File: src/hdl/sxd_cfg.svh
// Constants for the stretched external data access unit.
// Assumes inclusion by bare name from the design files.
`ifndef SXD_CFG_SVH
`define SXD_CFG_SVH
`define SXD_CLK_PER_MC      3'h4
`define SXD_ADDR_DPL0       8'h82
`define SXD_ADDR_DPH0       8'h83
`define SXD_ADDR_DATA_POINTER1_LOW       8'h84
`define SXD_ADDR_DATA_POINTER1_HIGH       8'h85
`define SXD_ADDR_PSEL       8'h86
`define SXD_ADDR_CLOCK_AND_STRETCH_CONTROL      8'h8E
`define SXD_STRETCH_MSB     2
`define SXD_STRETCH_LSB     0
`define SXD_CLOCK_AND_STRETCH_CONTROL_RESET     8'h01
`define SXD_PSEL_RESET      1'h0
`define SXD_PTR_RESET       16'h0000
`endif

File: src/hdl/sxd_pkg.sv
// Types for the stretched external data access unit.
// Assumes nothing beyond a SystemVerilog compiler.
package sxd_pkg;
    typedef enum logic [2:0] {
        SXD_IDLE  = 3'h0,
        SXD_ADDR  = 3'h1,
        SXD_STRB  = 3'h2,
        SXD_HOLD  = 3'h3,
        SXD_DONE  = 3'h4
    } sxd_state_e;
    typedef logic [7:0] sxd_byte_t;
endpackage

File: src/hdl/sxd_ptr_bank.sv
// Two 16-bit data pointers with registered read data.
// Assumes writes and increments are mutually exclusive per cycle from the core.
`timescale 1ns/1ps
`default_nettype none
`include "sxd_cfg.svh"
module sxd_ptr_bank (
    input  wire logic        mclk_i,
    input  wire logic        reset_i,
    input  wire logic        wr_en_i,
    input  wire logic        wr_sel_i,
    input  wire logic        wr_hi_i,
    input  wire logic [7:0]  wr_data_i,
    input  wire logic        inc_i,
    input  wire logic        ld16_i,
    input  wire logic [15:0] ld16_data_i,
    input  wire logic        act_sel_i,
    output logic      [15:0] ptr0_o,
    output logic      [15:0] ptr1_o
);
    logic [15:0] ptr_ff [2];
    genvar g;
    generate
        for (g = 0; g < 2; g++) begin : g_ptr
            always_ff @(posedge mclk_i) begin
                if (reset_i) begin
                    ptr_ff[g] <= `SXD_PTR_RESET;
                end else if (wr_en_i && (wr_sel_i == 1'(g))) begin
                    if (wr_hi_i) begin
                        ptr_ff[g][15:8] <= wr_data_i;
                    end else begin
                        ptr_ff[g][7:0] <= wr_data_i;
                    end
                end else if (ld16_i && (act_sel_i == 1'(g))) begin
                    ptr_ff[g] <= ld16_data_i;
                end else if (inc_i && (act_sel_i == 1'(g))) begin
                    ptr_ff[g] <= ptr_ff[g] + 16'h0001;
                end
            end
        end
    endgenerate
    assign ptr0_o = ptr_ff[0];
    assign ptr1_o = ptr_ff[1];
endmodule // sxd_ptr_bank
`default_nettype wire

File: src/hdl/sxd_top.sv
// External data access sequencer with stretch control and dual data pointers.
// Assumes the core presents SFR accesses and access requests synchronous to mclk_i.
// What this block does
// - A machine cycle is four clocks; move lengths count machine cycles, strobe widths count clocks.
// - Low address and data share the low port; the upper address goes on the high port.
// - Code fetches run at fixed speed; only external data moves are stretched.
// - Stretch 0..7 gives external data moves of 2..9 machine cycles.
// - Stretch resets to 1, giving three-cycle data moves.
// - Stretch sits in bits 2..0 of the clock control register at 8Eh.
// - Strobe width is 2 clocks at code 0, else 4 clocks per code, up to 28.
// - A new stretch value applies to every later data move.
// - First pointer at 82h/83h, second at 84h/85h.
// - Only bit 0 of the select register at 86h exists; others read zero.
// - Pointer instructions act on the currently selected pointer.
// - Incrementing the select register toggles the active pointer.
// - Reset clears the select bit so the first pointer is active.
// - One address latch pulse is issued every machine cycle.
`timescale 1ns/1ps
`default_nettype none
`include "sxd_cfg.svh"
module sxd_top (
    input  wire logic        mclk_i,
    input  wire logic        reset_i,
    input  wire logic        sfr_wr_i,
    input  wire logic        sfr_rd_i,
    input  wire logic [7:0]  sfr_addr_i,
    input  wire logic [7:0]  sfr_wdata_i,
    output logic      [7:0]  sfr_rdata_o,
    output logic             sfr_hit_o,
    input  wire logic        psel_inc_i,
    input  wire logic        ptr_inc_i,
    input  wire logic        ptr_ld_i,
    input  wire logic [15:0] ptr_ld_data_i,
    input  wire logic        xmove_req_i,
    input  wire logic        xmove_wr_i,
    input  wire logic        xmove_use_ptr_i,
    input  wire logic [7:0]  xmove_ri_addr_i,
    input  wire logic [7:0]  xmove_wdata_i,
    output logic             xmove_busy_o,
    output logic             xmove_done_o,
    output logic      [7:0]  xmove_rdata_o,
    output logic      [15:0] active_ptr_o,
    output logic             ale_o,
    output logic             rd_n_o,
    output logic             wr_n_o,
    output logic      [7:0]  low_port_o,
    output logic             low_port_oe_o,
    input  wire logic [7:0]  low_port_i,
    output logic      [7:0]  high_port_o
);
    sxd_pkg::sxd_state_e state_ff, nxt_state;
    logic [1:0]  phase_ff;
    logic        mc_end;
    logic [7:0]  clock_and_stretch_control_ff;
    logic        psel_ff;
    logic [15:0] ptr0, ptr1;
    logic [2:0]  stretch_ff;
    logic        wr_ff;
    logic [15:0] addr_ff;
    logic [7:0]  wdata_ff;
    logic [4:0]  strb_cnt_ff;
    logic [4:0]  strb_len;
    logic [3:0]  mc_cnt_ff;
    logic [7:0]  rdata_ff;
    logic [7:0]  sfr_rdata_ff;
    logic        ale_ff;
    logic        ptr_wr;

    // Free running machine cycle phase; every stall is a whole cycle count
    always_ff @(posedge mclk_i) begin
        if (reset_i) begin
            phase_ff <= 2'h0;
        end else begin
            phase_ff <= phase_ff + 2'h1;
        end
    end
    assign mc_end = (phase_ff == 2'(`SXD_CLK_PER_MC - 3'h1));

    // Address latch once per machine cycle, first clock of it
    always_ff @(posedge mclk_i) begin
        if (reset_i) begin
            ale_ff <= 1'b0;
        end else begin
            ale_ff <= mc_end;
        end
    end
    assign ale_o = ale_ff;

    always_ff @(posedge mclk_i) begin
        if (reset_i) begin
            clock_and_stretch_control_ff <= `SXD_CLOCK_AND_STRETCH_CONTROL_RESET;
        end else if (sfr_wr_i && sfr_addr_i == `SXD_ADDR_CLOCK_AND_STRETCH_CONTROL) begin
            clock_and_stretch_control_ff <= sfr_wdata_i;
        end
    end

    always_ff @(posedge mclk_i) begin
        if (reset_i) begin
            psel_ff <= `SXD_PSEL_RESET;
        end else if (sfr_wr_i && sfr_addr_i == `SXD_ADDR_PSEL) begin
            psel_ff <= sfr_wdata_i[0];
        end else if (psel_inc_i) begin
            psel_ff <= ~psel_ff;
        end
    end

    // Only the four pointer bytes; the select register and its neighbours must not alias in
    assign ptr_wr = sfr_wr_i && (sfr_addr_i == `SXD_ADDR_DPL0 || sfr_addr_i == `SXD_ADDR_DPH0 ||
                                 sfr_addr_i == `SXD_ADDR_DATA_POINTER1_LOW || sfr_addr_i == `SXD_ADDR_DATA_POINTER1_HIGH);
    sxd_ptr_bank u_ptr (
        .mclk_i      (mclk_i),
        .reset_i     (reset_i),
        .wr_en_i     (ptr_wr),
        .wr_sel_i    (sfr_addr_i == `SXD_ADDR_DATA_POINTER1_LOW || sfr_addr_i == `SXD_ADDR_DATA_POINTER1_HIGH),
        .wr_hi_i     (sfr_addr_i == `SXD_ADDR_DPH0 || sfr_addr_i == `SXD_ADDR_DATA_POINTER1_HIGH),
        .wr_data_i   (sfr_wdata_i),
        .inc_i       (ptr_inc_i),
        .ld16_i      (ptr_ld_i),
        .ld16_data_i (ptr_ld_data_i),
        .act_sel_i   (psel_ff),
        .ptr0_o      (ptr0),
        .ptr1_o      (ptr1)
    );
    assign active_ptr_o = psel_ff ? ptr1 : ptr0;

    always_comb begin
        sfr_hit_o = 1'b1;
        unique case (sfr_addr_i)
            `SXD_ADDR_DPL0:  sfr_rdata_o = ptr0[7:0];
            `SXD_ADDR_DPH0:  sfr_rdata_o = ptr0[15:8];
            `SXD_ADDR_DATA_POINTER1_LOW:  sfr_rdata_o = ptr1[7:0];
            `SXD_ADDR_DATA_POINTER1_HIGH:  sfr_rdata_o = ptr1[15:8];
            `SXD_ADDR_PSEL:  sfr_rdata_o = {7'h00, psel_ff};
            `SXD_ADDR_CLOCK_AND_STRETCH_CONTROL: sfr_rdata_o = clock_and_stretch_control_ff;
            default: begin
                sfr_rdata_o = 8'h00;
                sfr_hit_o   = 1'b0;
            end
        endcase
    end

    // Stretch 0 strobes 2 clocks, code n strobes 4n clocks
    assign strb_len = (stretch_ff == 3'h0) ? 5'h02 : {stretch_ff, 2'h0};

    always_comb begin
        nxt_state = state_ff;
        unique case (state_ff)
            sxd_pkg::SXD_IDLE: if (xmove_req_i && mc_end) nxt_state = sxd_pkg::SXD_ADDR;
            sxd_pkg::SXD_ADDR: if (phase_ff == 2'h1) nxt_state = sxd_pkg::SXD_STRB;
            sxd_pkg::SXD_STRB: if (strb_cnt_ff == strb_len - 5'h01) nxt_state = sxd_pkg::SXD_HOLD;
            sxd_pkg::SXD_HOLD: if (mc_end && mc_cnt_ff == {1'b0, stretch_ff} + 4'h1)
                nxt_state = sxd_pkg::SXD_DONE;
            sxd_pkg::SXD_DONE: nxt_state = sxd_pkg::SXD_IDLE;
            default: nxt_state = sxd_pkg::SXD_IDLE;
        endcase
    end

    always_ff @(posedge mclk_i) begin
        if (reset_i) begin
            state_ff <= sxd_pkg::SXD_IDLE;
        end else begin
            state_ff <= nxt_state;
        end
    end

    // Access parameters latched at launch; stretch sampled fresh every access
    always_ff @(posedge mclk_i) begin
        if (reset_i) begin
            stretch_ff <= 3'h1;
            wr_ff      <= 1'b0;
            addr_ff    <= 16'h0000;
            wdata_ff   <= 8'h00;
        end else if (state_ff == sxd_pkg::SXD_IDLE && nxt_state == sxd_pkg::SXD_ADDR) begin
            stretch_ff <= clock_and_stretch_control_ff[`SXD_STRETCH_MSB:`SXD_STRETCH_LSB];
            wr_ff      <= xmove_wr_i;
            addr_ff    <= xmove_use_ptr_i ? active_ptr_o : {high_port_o, xmove_ri_addr_i};
            wdata_ff   <= xmove_wdata_i;
        end
    end

    always_ff @(posedge mclk_i) begin
        if (reset_i) begin
            strb_cnt_ff <= 5'h00;
        end else if (state_ff == sxd_pkg::SXD_STRB) begin
            strb_cnt_ff <= strb_cnt_ff + 5'h01;
        end else begin
            strb_cnt_ff <= 5'h00;
        end
    end

    always_ff @(posedge mclk_i) begin
        if (reset_i) begin
            mc_cnt_ff <= 4'h0;
        end else if (state_ff == sxd_pkg::SXD_IDLE) begin
            mc_cnt_ff <= 4'h0;
        end else if (mc_end) begin
            mc_cnt_ff <= mc_cnt_ff + 4'h1;
        end
    end

    always_ff @(posedge mclk_i) begin
        if (reset_i) begin
            rdata_ff <= 8'h00;
        end else if (state_ff == sxd_pkg::SXD_STRB && !wr_ff &&
                     strb_cnt_ff == strb_len - 5'h01) begin
            rdata_ff <= low_port_i;
        end
    end

    // High byte taken from the active pointer at launch of a pointer move, valid under the first latch pulse; it then
    // holds between accesses so an idle bus does not glitch
    always_ff @(posedge mclk_i) begin
        if (reset_i) begin
            high_port_o <= 8'h00;
        end else if (state_ff == sxd_pkg::SXD_IDLE && nxt_state == sxd_pkg::SXD_ADDR) begin
            high_port_o <= xmove_use_ptr_i ? active_ptr_o[15:8] : high_port_o;
        end
    end

    always_comb begin
        low_port_o    = 8'h00;
        low_port_oe_o = 1'b0;
        if (state_ff == sxd_pkg::SXD_ADDR) begin
            low_port_o    = addr_ff[7:0];
            low_port_oe_o = 1'b1;
        end else if (state_ff == sxd_pkg::SXD_STRB && wr_ff) begin
            low_port_o    = wdata_ff;
            low_port_oe_o = 1'b1;
        end
    end

    assign rd_n_o        = !(state_ff == sxd_pkg::SXD_STRB && !wr_ff);
    assign wr_n_o        = !(state_ff == sxd_pkg::SXD_STRB && wr_ff);
    assign xmove_busy_o  = (state_ff != sxd_pkg::SXD_IDLE);
    assign xmove_done_o  = (state_ff == sxd_pkg::SXD_DONE);
    assign xmove_rdata_o = rdata_ff;

    a_ale_period: assert property (@(posedge mclk_i) disable iff (reset_i)
        ale_o |=> !ale_o [*3] ##1 ale_o) else $error("ALE not once per machine cycle");
    a_psel_toggle: assert property (@(posedge mclk_i) disable iff (reset_i)
        psel_inc_i && !sfr_wr_i |=> psel_ff != $past(psel_ff))
        else $error("Select did not toggle");
    a_psel_read: assert property (@(posedge mclk_i) disable iff (reset_i)
        sfr_addr_i == 8'h86 |-> sfr_rdata_o[7:1] == 7'h00)
        else $error("Select upper bits nonzero");
    a_strobe_len: assert property (@(posedge mclk_i) disable iff (reset_i)
        $fell(rd_n_o && wr_n_o) && stretch_ff == 3'h0 |-> !(rd_n_o && wr_n_o) [*2] ##1
        (rd_n_o && wr_n_o)) else $error("Stretch 0 strobe not 2 clocks");
    a_strobe_long: assert property (@(posedge mclk_i) disable iff (reset_i)
        $fell(rd_n_o && wr_n_o) && stretch_ff == 3'h2 |-> !(rd_n_o && wr_n_o) [*8] ##1
        (rd_n_o && wr_n_o)) else $error("Stretch 2 strobe not 8 clocks");
    a_high_stable: assert property (@(posedge mclk_i) disable iff (reset_i)
        state_ff == sxd_pkg::SXD_STRB |-> $stable(high_port_o))
        else $error("High address moved in strobe");
    a_strobe_noaddr: assert property (@(posedge mclk_i) disable iff (reset_i)
        state_ff == sxd_pkg::SXD_ADDR |-> rd_n_o && wr_n_o)
        else $error("Strobe overlaps address phase");
    a_move_len0: assert property (@(posedge mclk_i) disable iff (reset_i)
        $rose(xmove_busy_o) && stretch_ff == 3'h0 |-> xmove_busy_o [*8]
        ##1 xmove_done_o) else $error("Stretch 0 move not 2 machine cycles");
    a_reset_stretch: assert property (@(posedge mclk_i)
        $past(reset_i) |-> clock_and_stretch_control_ff == 8'h01 && !psel_ff)
        else $error("Reset values wrong");
endmodule // sxd_top
`default_nettype wire

File: config.mk
export PLATFORM = sky130hd
export DESIGN_NAME = sxd_top
export DESIGN_NICKNAME = d
export VERILOG_FILES = /design/src/hdl/sxd_pkg.sv /design/src/hdl/sxd_ptr_bank.sv /design/src/hdl/sxd_top.sv
export VERILOG_INCLUDE_DIRS = /design/src /design/src/hdl
export SDC_FILE = /design/constraint.sdc
export NUM_CORES = 1
export LEC_CHECK = 0
export BUFFER_PORTS_ARGS = -buffer_cell sky130_fd_sc_hd__buf_2
export CORE_MARGIN = 3
export CORE_UTILIZATION = 40
export CTS_BUF_LIST = sky130_fd_sc_hd__clkbuf_4
export CTS_CLUSTER_SIZE = 12
export DETAILED_ROUTE_END_ITERATION = 6
export PLACE_DENSITY_LB_ADDON = 0.12
export SYNTH_ARGS = -nofsm -noshare
export SYNTH_HDL_FRONTEND = slang
export SYNTH_SLANG_ARGS = --single-unit
File: constraint.sdc
create_clock -name mclk_i -period 2.5 [get_ports mclk_i]
set_input_delay 0.25 -clock mclk_i [delete_from_list [all_inputs] [get_ports mclk_i]]
set_output_delay 0.25 -clock mclk_i [all_outputs]
set_load 0.005 [all_outputs]
==> results of run 1 <==
## area by class of cell
type / count / area (um2) / share of cell area [%]
Inverter: 15 / 56.3 / 0.840
Tap cell: 176 / 220 / 3.28
Multi-Input combinational cell: 479 / 3230 / 48.2
Timing Repair Buffer: 154 / 893 / 13.3
Clock inverter: 7 / 70.1 / 1.05
Sequential cell: 92 / 2160 / 32.3
Clock buffer: 9 / 67.6 / 1.01
Antenna cell: 1 / 2.50 / 0.0373
## cells by family (layout without fill, tap and decap cells)
family / after synthesis / after routing
other: 0 / 1
buffers and inverters: 53 / 185
and+or+nand+nor: 233 / 233
muxes: 59 / 59
DFF: 92 / 92
AOI/OAI and AO/OA: 143 / 143
xor gates and xnor gates: 36 / 36
adders and majority gates: 8 / 8
## through the flow
step | util, % | power, mW | hold WS (ps) | std cells | cell area (um2)
2_1_floorplan | - | 2.04 | 386 | 624 | 5640
3_3_place_gp | 47.6 | 2.30 | 432 | 902 | 6420
3_5_place_dp | 47.6 | 2.31 | 445 | 902 | 6420
4_1_cts | 49.5 | 3.17 | 0.196 | 930 | 6680
5_1_grt | 49.6 | 3.30 | 4.04 | 932 | 6700
6_report | 49.6 | 3.15 | 43.3 | 933 | 6700
## worst min-delay path by stage
stage	start	end	depth (start not counted)
floorplan	xmove_wdata_i[0]	wdata_ff[0]$_SDFFE_PP0P_	2
global placement	phase_ff[0]$_SDFF_PP0_	phase_ff[0]$_SDFF_PP0_	1
detailed placement	phase_ff[0]$_SDFF_PP0_	phase_ff[0]$_SDFF_PP0_	1
CTS	low_port_i[4]	xmove_rdata_o[4]$_SDFFE_PP0P_	3
global route	low_port_i[3]	xmove_rdata_o[3]$_SDFFE_PP0P_	3
finish	low_port_i[2]	xmove_rdata_o[2]$_SDFFE_PP0P_	3
## cells in the mapped netlist (4+ instances only)
master	n	area share [%]
a211oi_1	4	0.53
a21oi_1	39	3.5
a221oi_1	5	0.78
a22o_1	15	2.3
a22oi_1	13	1.7
a31oi_1	10	1.1
and3_1	19	2.1
and4_1	5	0.78
buf_2	9	0.80
buf_6	4	0.80
clkbuf_1	20	1.3
dfxtp_1	60	21
edfxtp_1	32	17
ha_1	8	1.8
inv_1	13	0.87
mux2_2	17	3.4
mux2i_1	41	7.3
nand2_1	66	4.4
nand2b_1	5	0.55
nand3_1	20	1.8
nand4_1	15	1.7
nor2_1	52	3.5
nor2b_1	12	1.3
nor3_1	12	1.1
o21ai_0	19	1.7
o22ai_1	7	0.78
o31ai_1	11	1.5
xnor2_1	13	2.0
xor2_1	23	3.6
## layer usage
metal	wire (um)	vias up
li1	-	2560
met3	1090	34
met4	430	0
met5	0	-
met1	7250	2474
met2	8720	173
## critical path: cells and delay by family (launching register included)
kind	cells	cell delay, ps
buffers and inverters	3	360
AO/OA/AOI/OAI	1	180
flip-flops	1	480
AND/OR/NAND/NOR	2	460
## report_power, final
| group | switching, mW | internal, mW | leakage, nW |
|---|---|---|---|
| Sequential | 0.109 | 1.62 | 0.831 |
| Clock | 0.541 | 0.309 | 0.0785 |
| Combinational | 0.311 | 0.252 | 1.97 |
| Total | 0.961 | 2.19 | 2.88 |
## state kept, by name, indices dropped and copies added, names as in the netlist
name                          cells
high_port_o                       8
u_ptr.ptr_ff                     32
strb_cnt_ff                       5
clock_and_stretch_control_ff      8
state_ff                          3
wr_ff                             1
addr_ff                           8
wdata_ff                          8
phase_ff                          2
xmove_rdata_o                     8
ale_o                             1
stretch_ff                        3
psel_ff                           1
mc_cnt_ff                         4
## timing repair
| item | in CTS | in global routing |
|---|---|---|
| hold buffers | 12 | 2 |
| hold endpoints to repair | 12 | 2 |
| resized for setup | 0 | 1 |
| endpoints found under the setup margin | 0 | 7 |
==> flow_summary.toml, run 1 <==
[power]
power_leakage_nw = 2.88
p_per_area_mw_per_mm2 = 469
ir_worst_vdd_v = 0.000362

[cells_and_area]
final_common_cell = "buf_2"
layout_common_cells = "119 x buf_2, 66 x nand2_1, 60 x dfxtp_1"
area_growth_pct = 18.9
fillers = 1317
final_net_count = 825
drive_gt1_share_pct = 25.0

[grt]
met3_usage_pct = 5.32
grt_antenna_before_repair = 0
grtUsageTotal_pct = 22.0
grt_pass1_wl_mm = 27.2
overflow = 0
grt_max_degree = 29
use_met2_pct = 37.7
grt_busiest_layer = "met2"
gr-usage-met1_pct = 27.0
grt_pass1_vias = 5082

[cts]
clock_path_buffers = 2
cts_setup_buffers = 0
htreeDepth = 3
clock-sinks = 92
clock_latency_ps = 470
tritoncts = "done"
numCtsBuffers = 9
clockRootBuffer = "clkbuf_4"
clk_pin_slew_worst_paths_ps = 150

[detailed_routing]
drtAntennaViolNets = 0
drc = 0
vias = 5241
drtPass1Iterations = 5
drt-initial-drc-count = 385
routed_wl_mm = 17.5
routed_via_density = 5.62
wl_per_cell_um = 18.7

[floorplanning]
rows = 42
dieArea_mm2 = 0.0156
io_pins = 121
start_util_pct = 41.8
die_height_um = 125
die_x_um = 125
core_mm2 = 0.0135

[setup_path]
critPathKind = "reg -> out"
critPathMaxStageDelay_ps = 480
worstPathArrival_ps = 1960
slowest_stage = "dfxtp_1"
critPathCaptureType = "output port"
critPathLaunch = "state_ff[1]$_SDFF_PP0_"
crit_path_start_kind = "flip-flop"
timing.critical_path.to = "low_port_o[6]"
worstPathCellList = "inv_1 > nor3_1 > buf_4 > and2_2 > a22o_1 > buf_2"
reg2reg_depth = 7
r2r_setup_slack_ps = 320
cp.required_ps = 2250
r2r-end = "state_ff[0]$_SDFF_PP0_"
r2r_start = "stretch_ff[0]$_SDFFE_PP1P_"
cp_max_fo = 9

[sta]
fmax_ghz = 0.453
layout_min_cycle_time_ps = 2210
drv_slew = 0
hold_violations = 0
finalCritPeriodShare_pct = 88.4
fin_setup_tns_ps = 0
rsz0062_at_grt = "no"
relSlewSlack_pct = 54.8
layout_setup_ws_ps = 290
fin_skew_ps = 17.5
worst_pin_slew_ps = 673
setup_viol_count_final = 0

[logic_synthesis]
synth-simple-area-share_pct = 21.6
syn-num-nets = 698
synth_compound_area_share_pct = 17.4
synthXorXnorAreaFrac_pct = 5.59
avgSynthCellArea_um2 = 9.04
yosysWarningCount = 0
synth_cell_types = 69
async_flop_share_pct = 0
synth_top_family_by_area = "simple AND/OR/NAND/NOR gates"
ys_seq_area_share_pct = 38.3
syn-instance-count = 624
syn-cell-area_mm2 = 0.00564
synth_mux_area_share_pct = 10.9
synth_flop_cell = "dfxtp_1"
synth-seq-cells = 92
synth_adder_area_share_pct = 1.77
synth_edf_count = 32

[flow_run]
maxCapViolCount = 0

[hold_path]
min-delay-path-class = "in -> reg"

[placed_design]
pre_cts_ws_ps = 250
gp_congestion = 0.932
dp_hpwl_mm = 13.2
io_buffers = 119

[run_status]
status = "finished, final reports clean"
Note: power is estimated with default switching activity, not from simulation.
==> run 2, diff against run 1 <==
--- a/config.mk
+++ b/config.mk
@@ -6,6 +6,7 @@
 export SDC_FILE = /design/constraint.sdc
 export NUM_CORES = 1
 export LEC_CHECK = 0
+export ABC_AREA = 1
 export BUFFER_PORTS_ARGS = -buffer_cell sky130_fd_sc_hd__buf_2
 export CORE_MARGIN = 3
 export CORE_UTILIZATION = 40
==> flow_summary.toml, run 2 <==
[power]
p_per_area_mw_per_mm2 = 449
p_total_mw = 3.03
power_leakage_nw = 3.01
ir_worst_vdd_v = 0.000388

[logic_synthesis]
ys_seq_area_share_pct = 37.5
synthTopCellsByArea = "dfxtp_1 21%, edfxtp_1 17%, nand2_1 13%"
async_flop_share_pct = 0
synth_common_cells = "206 x nand2_1, 102 x nand3_1, 90 x inv_1"
synth_edf_count = 32
synth_flop_cell = "dfxtp_1"
avgSynthCellArea_um2 = 6.87
yosysMostFrequentCell = "nand2_1"
syn-num-nets = 913
yosys.area.top_type_share_pct = 20.8
synth_cell_types = 38
yosysWarningCount = 0
synth_area_leader_cell = "dfxtp_1"
syn-instance-count = 839
synth-seq-cells = 92
syn-cell-area_mm2 = 0.00577

[detailed_routing]
routed_wl_mm = 19.1
wl_per_cell_um = 16.7
drc = 0
drt-initial-drc-count = 533
routed_via_density = 5.23
drtAntennaViolNets = 0
drtPass1Iterations = 5
vias = 5984

[cells_and_area]
fillers = 1510
multi_input_area_mm2 = 0.00307
drive_gt1_share_pct = 19.8
final_common_cell = "nand2_1"
layout_common_cells = "206 x nand2_1, 119 x buf_2, 102 x nand3_1"
final_net_count = 1033
regMostFlops = "u_ptr.ptr_ff"
area_growth_pct = 16.8
largest_reg_flops = 32
antennaDiodeCount = 0
seqCellArea_mm2 = 0.00216

[cts]
cts_setup_buffers = 0
clk_pin_slew_worst_paths_ps = 160
cts_resized = 0
clock_latency_ps = 480
clock-sinks = 92
numCtsBuffers = 9
clock_path_buffers = 2
htreeDepth = 3
cts_hold_buf = 6
clockRootBuffer = "clkbuf_4"
tritoncts = "done"

[setup_path]
slowest_stage = "edfxtp_1"
r2r-end = "u_ptr.ptr_ff[1][12]$_SDFFCE_PN0P_"
cp.required_ps = 2250
critPathMaxStageDelay_ps = 450
critPathTopFamily = "compound AO/OA/AOI/OAI gates"
worstPathArrival_ps = 1820
critPathKind = "reg -> out"
reg2reg_depth = 8
path_depth = 5
cp_max_fo = 5
critPathCaptureType = "output port"
worstPathCellList = "inv_1 > o21ai_0 > a21oi_1 > o211ai_1 > buf_2"
r2r_start = "psel_ff$_SDFFE_PP0P_"
crit_path_start_kind = "flip-flop"
r2r_setup_slack_ps = 510
cp_num_buf_inv = 2

[run_status]
status = "finished, final reports clean"

[floorplanning]
start_util_pct = 41.2
die_x_um = 126
io_pins = 121
core_mm2 = 0.0140
dieArea_mm2 = 0.0159
rows = 43
die_height_um = 126

[sta]
worst_pin_slew_ps = 556
setup_viol_count_final = 0
relSlewSlack_pct = 63.0
fin_setup_tns_ps = 0
layout_min_cycle_time_ps = 2070
fin_skew_ps = 27.4
hold_violations = 0
rsz0062_at_grt = "no"
finalCritPeriodShare_pct = 82.8
fmax_ghz = 0.483
drv_slew = 0

[hold_path]
worst_hold_path.endpoint = "wdata_ff[1]$_SDFFE_PP0P_"
min_from = "xmove_wdata_i[1]"
min-delay-path-class = "in -> reg"
hold_depth = 3

[placed_design]
io_buffers = 119
gp_congestion = 0.977
dp_hpwl_mm = 15.0

[grt]
grt_max_degree = 52
overflow = 0
grt_antenna_before_repair = 0
grtUsageTotal_pct = 23.8
grt_pass1_wl_mm = 29.9
grt_pass1_vias = 5567

[flow_run]
maxCapViolCount = 0
## run 2: cell count changes after synthesis, sizes merged, moves of 12 or more
| cell | previous run | this run |
|---|---|---|
| nor2 | 52 | 74 |
| mux2i | 41 | 0 |
| o21ai | 19 | 57 |
| a21oi | 39 | 54 |
| and3 | 19 | 0 |
| nand2 | 67 | 217 |
| inv | 14 | 107 |
| a22o | 15 | 0 |
| nor2b | 12 | 0 |
| nand3 | 21 | 106 |
| a22oi | 13 | 0 |
| mux2 | 18 | 0 |
## run 2: cells by family (layout without fill, tap and decap cells)
group / after synthesis / after routing / synth area share [%]
AO/OA/AOI/OAI: 133 / 133 / 12.3
adder cells (fa/ha/maj): 8 / 8 / 1.74
buffers and inverters: 136 / 261 / 9.29
flip-flops: 92 / 92 / 37.5
XOR/XNOR: 24 / 24 / 3.65
AND/OR/NAND/NOR: 446 / 446 / 35.5
## run 2: cell type report
class / instances / share of cell area (%)
sequential: 92 / 32.1
tap: 180 / 3.35
clock inverter: 6 / 0.669
inverter: 108 / 6.02
multi-input combinational: 611 / 45.6
clock buffer: 10 / 1.12
timing repair buffer: 137 / 11.2
## run 2: worst register-to-register path, stage by stage, from the launching register on
cell and delay [ps]:
dfxtp_1 380, inv_2 100, nor3_4 220, nand2_2 150, inv_2 250, nor2_4 70, nand2_2 140, inv_2 50
nand2_1 280
## run 2: power by group
group	leakage (nW)	internal, mW	switching (mW)
clock	0.0697	0.227	0.569
combinational	2.12	0.180	0.354
sequential	0.822	1.62	0.0724
total	3.01	2.03	0.996
## run 2: per-layer routing
metal	track usage [%]	up-vias	part of all wire [%]
met5	0	-	0
met4	6.69	0	2.4
met3	5.22	34	6.5
met2	38.7	218	47
met1	32.1	2702	44
li1	-	3030	-
## run 2: worst max path at each step
stage	from	slack, ps	endpoint
6_report	u_ptr.ptr_ff[1][7]$_SDFFCE_PN0P_	430	sfr_rdata_o[7]
3_3_place_gp	sfr_addr_i[5]	400	u_ptr.ptr_ff[1][14]$_SDFFCE_PN0P_
3_5_place_dp	sfr_addr_i[5]	370	u_ptr.ptr_ff[1][14]$_SDFFCE_PN0P_
4_1_cts	state_ff[1]$_SDFF_PP0_	420	low_port_o[1]
5_1_grt	state_ff[0]$_SDFF_PP0_	240	low_port_o[1]
2_1_floorplan	sfr_addr_i[5]	810	u_ptr.ptr_ff[0][10]$_DFFE_PP_
## run 2: per-stage QoR
stage               hold WS [ps]  setup WS, ps  area [um2]  util (%)  cells
global placement             435           395        6530      46.7   1120
global route                24.8           237        6730      48.1   1144
detailed placement           443           365        6530      46.7   1120
CTS                         2.51           419        6710      48.0   1142
finish                      45.3           431        6730      48.1   1144
floorplan                    385           809        5770         -    839
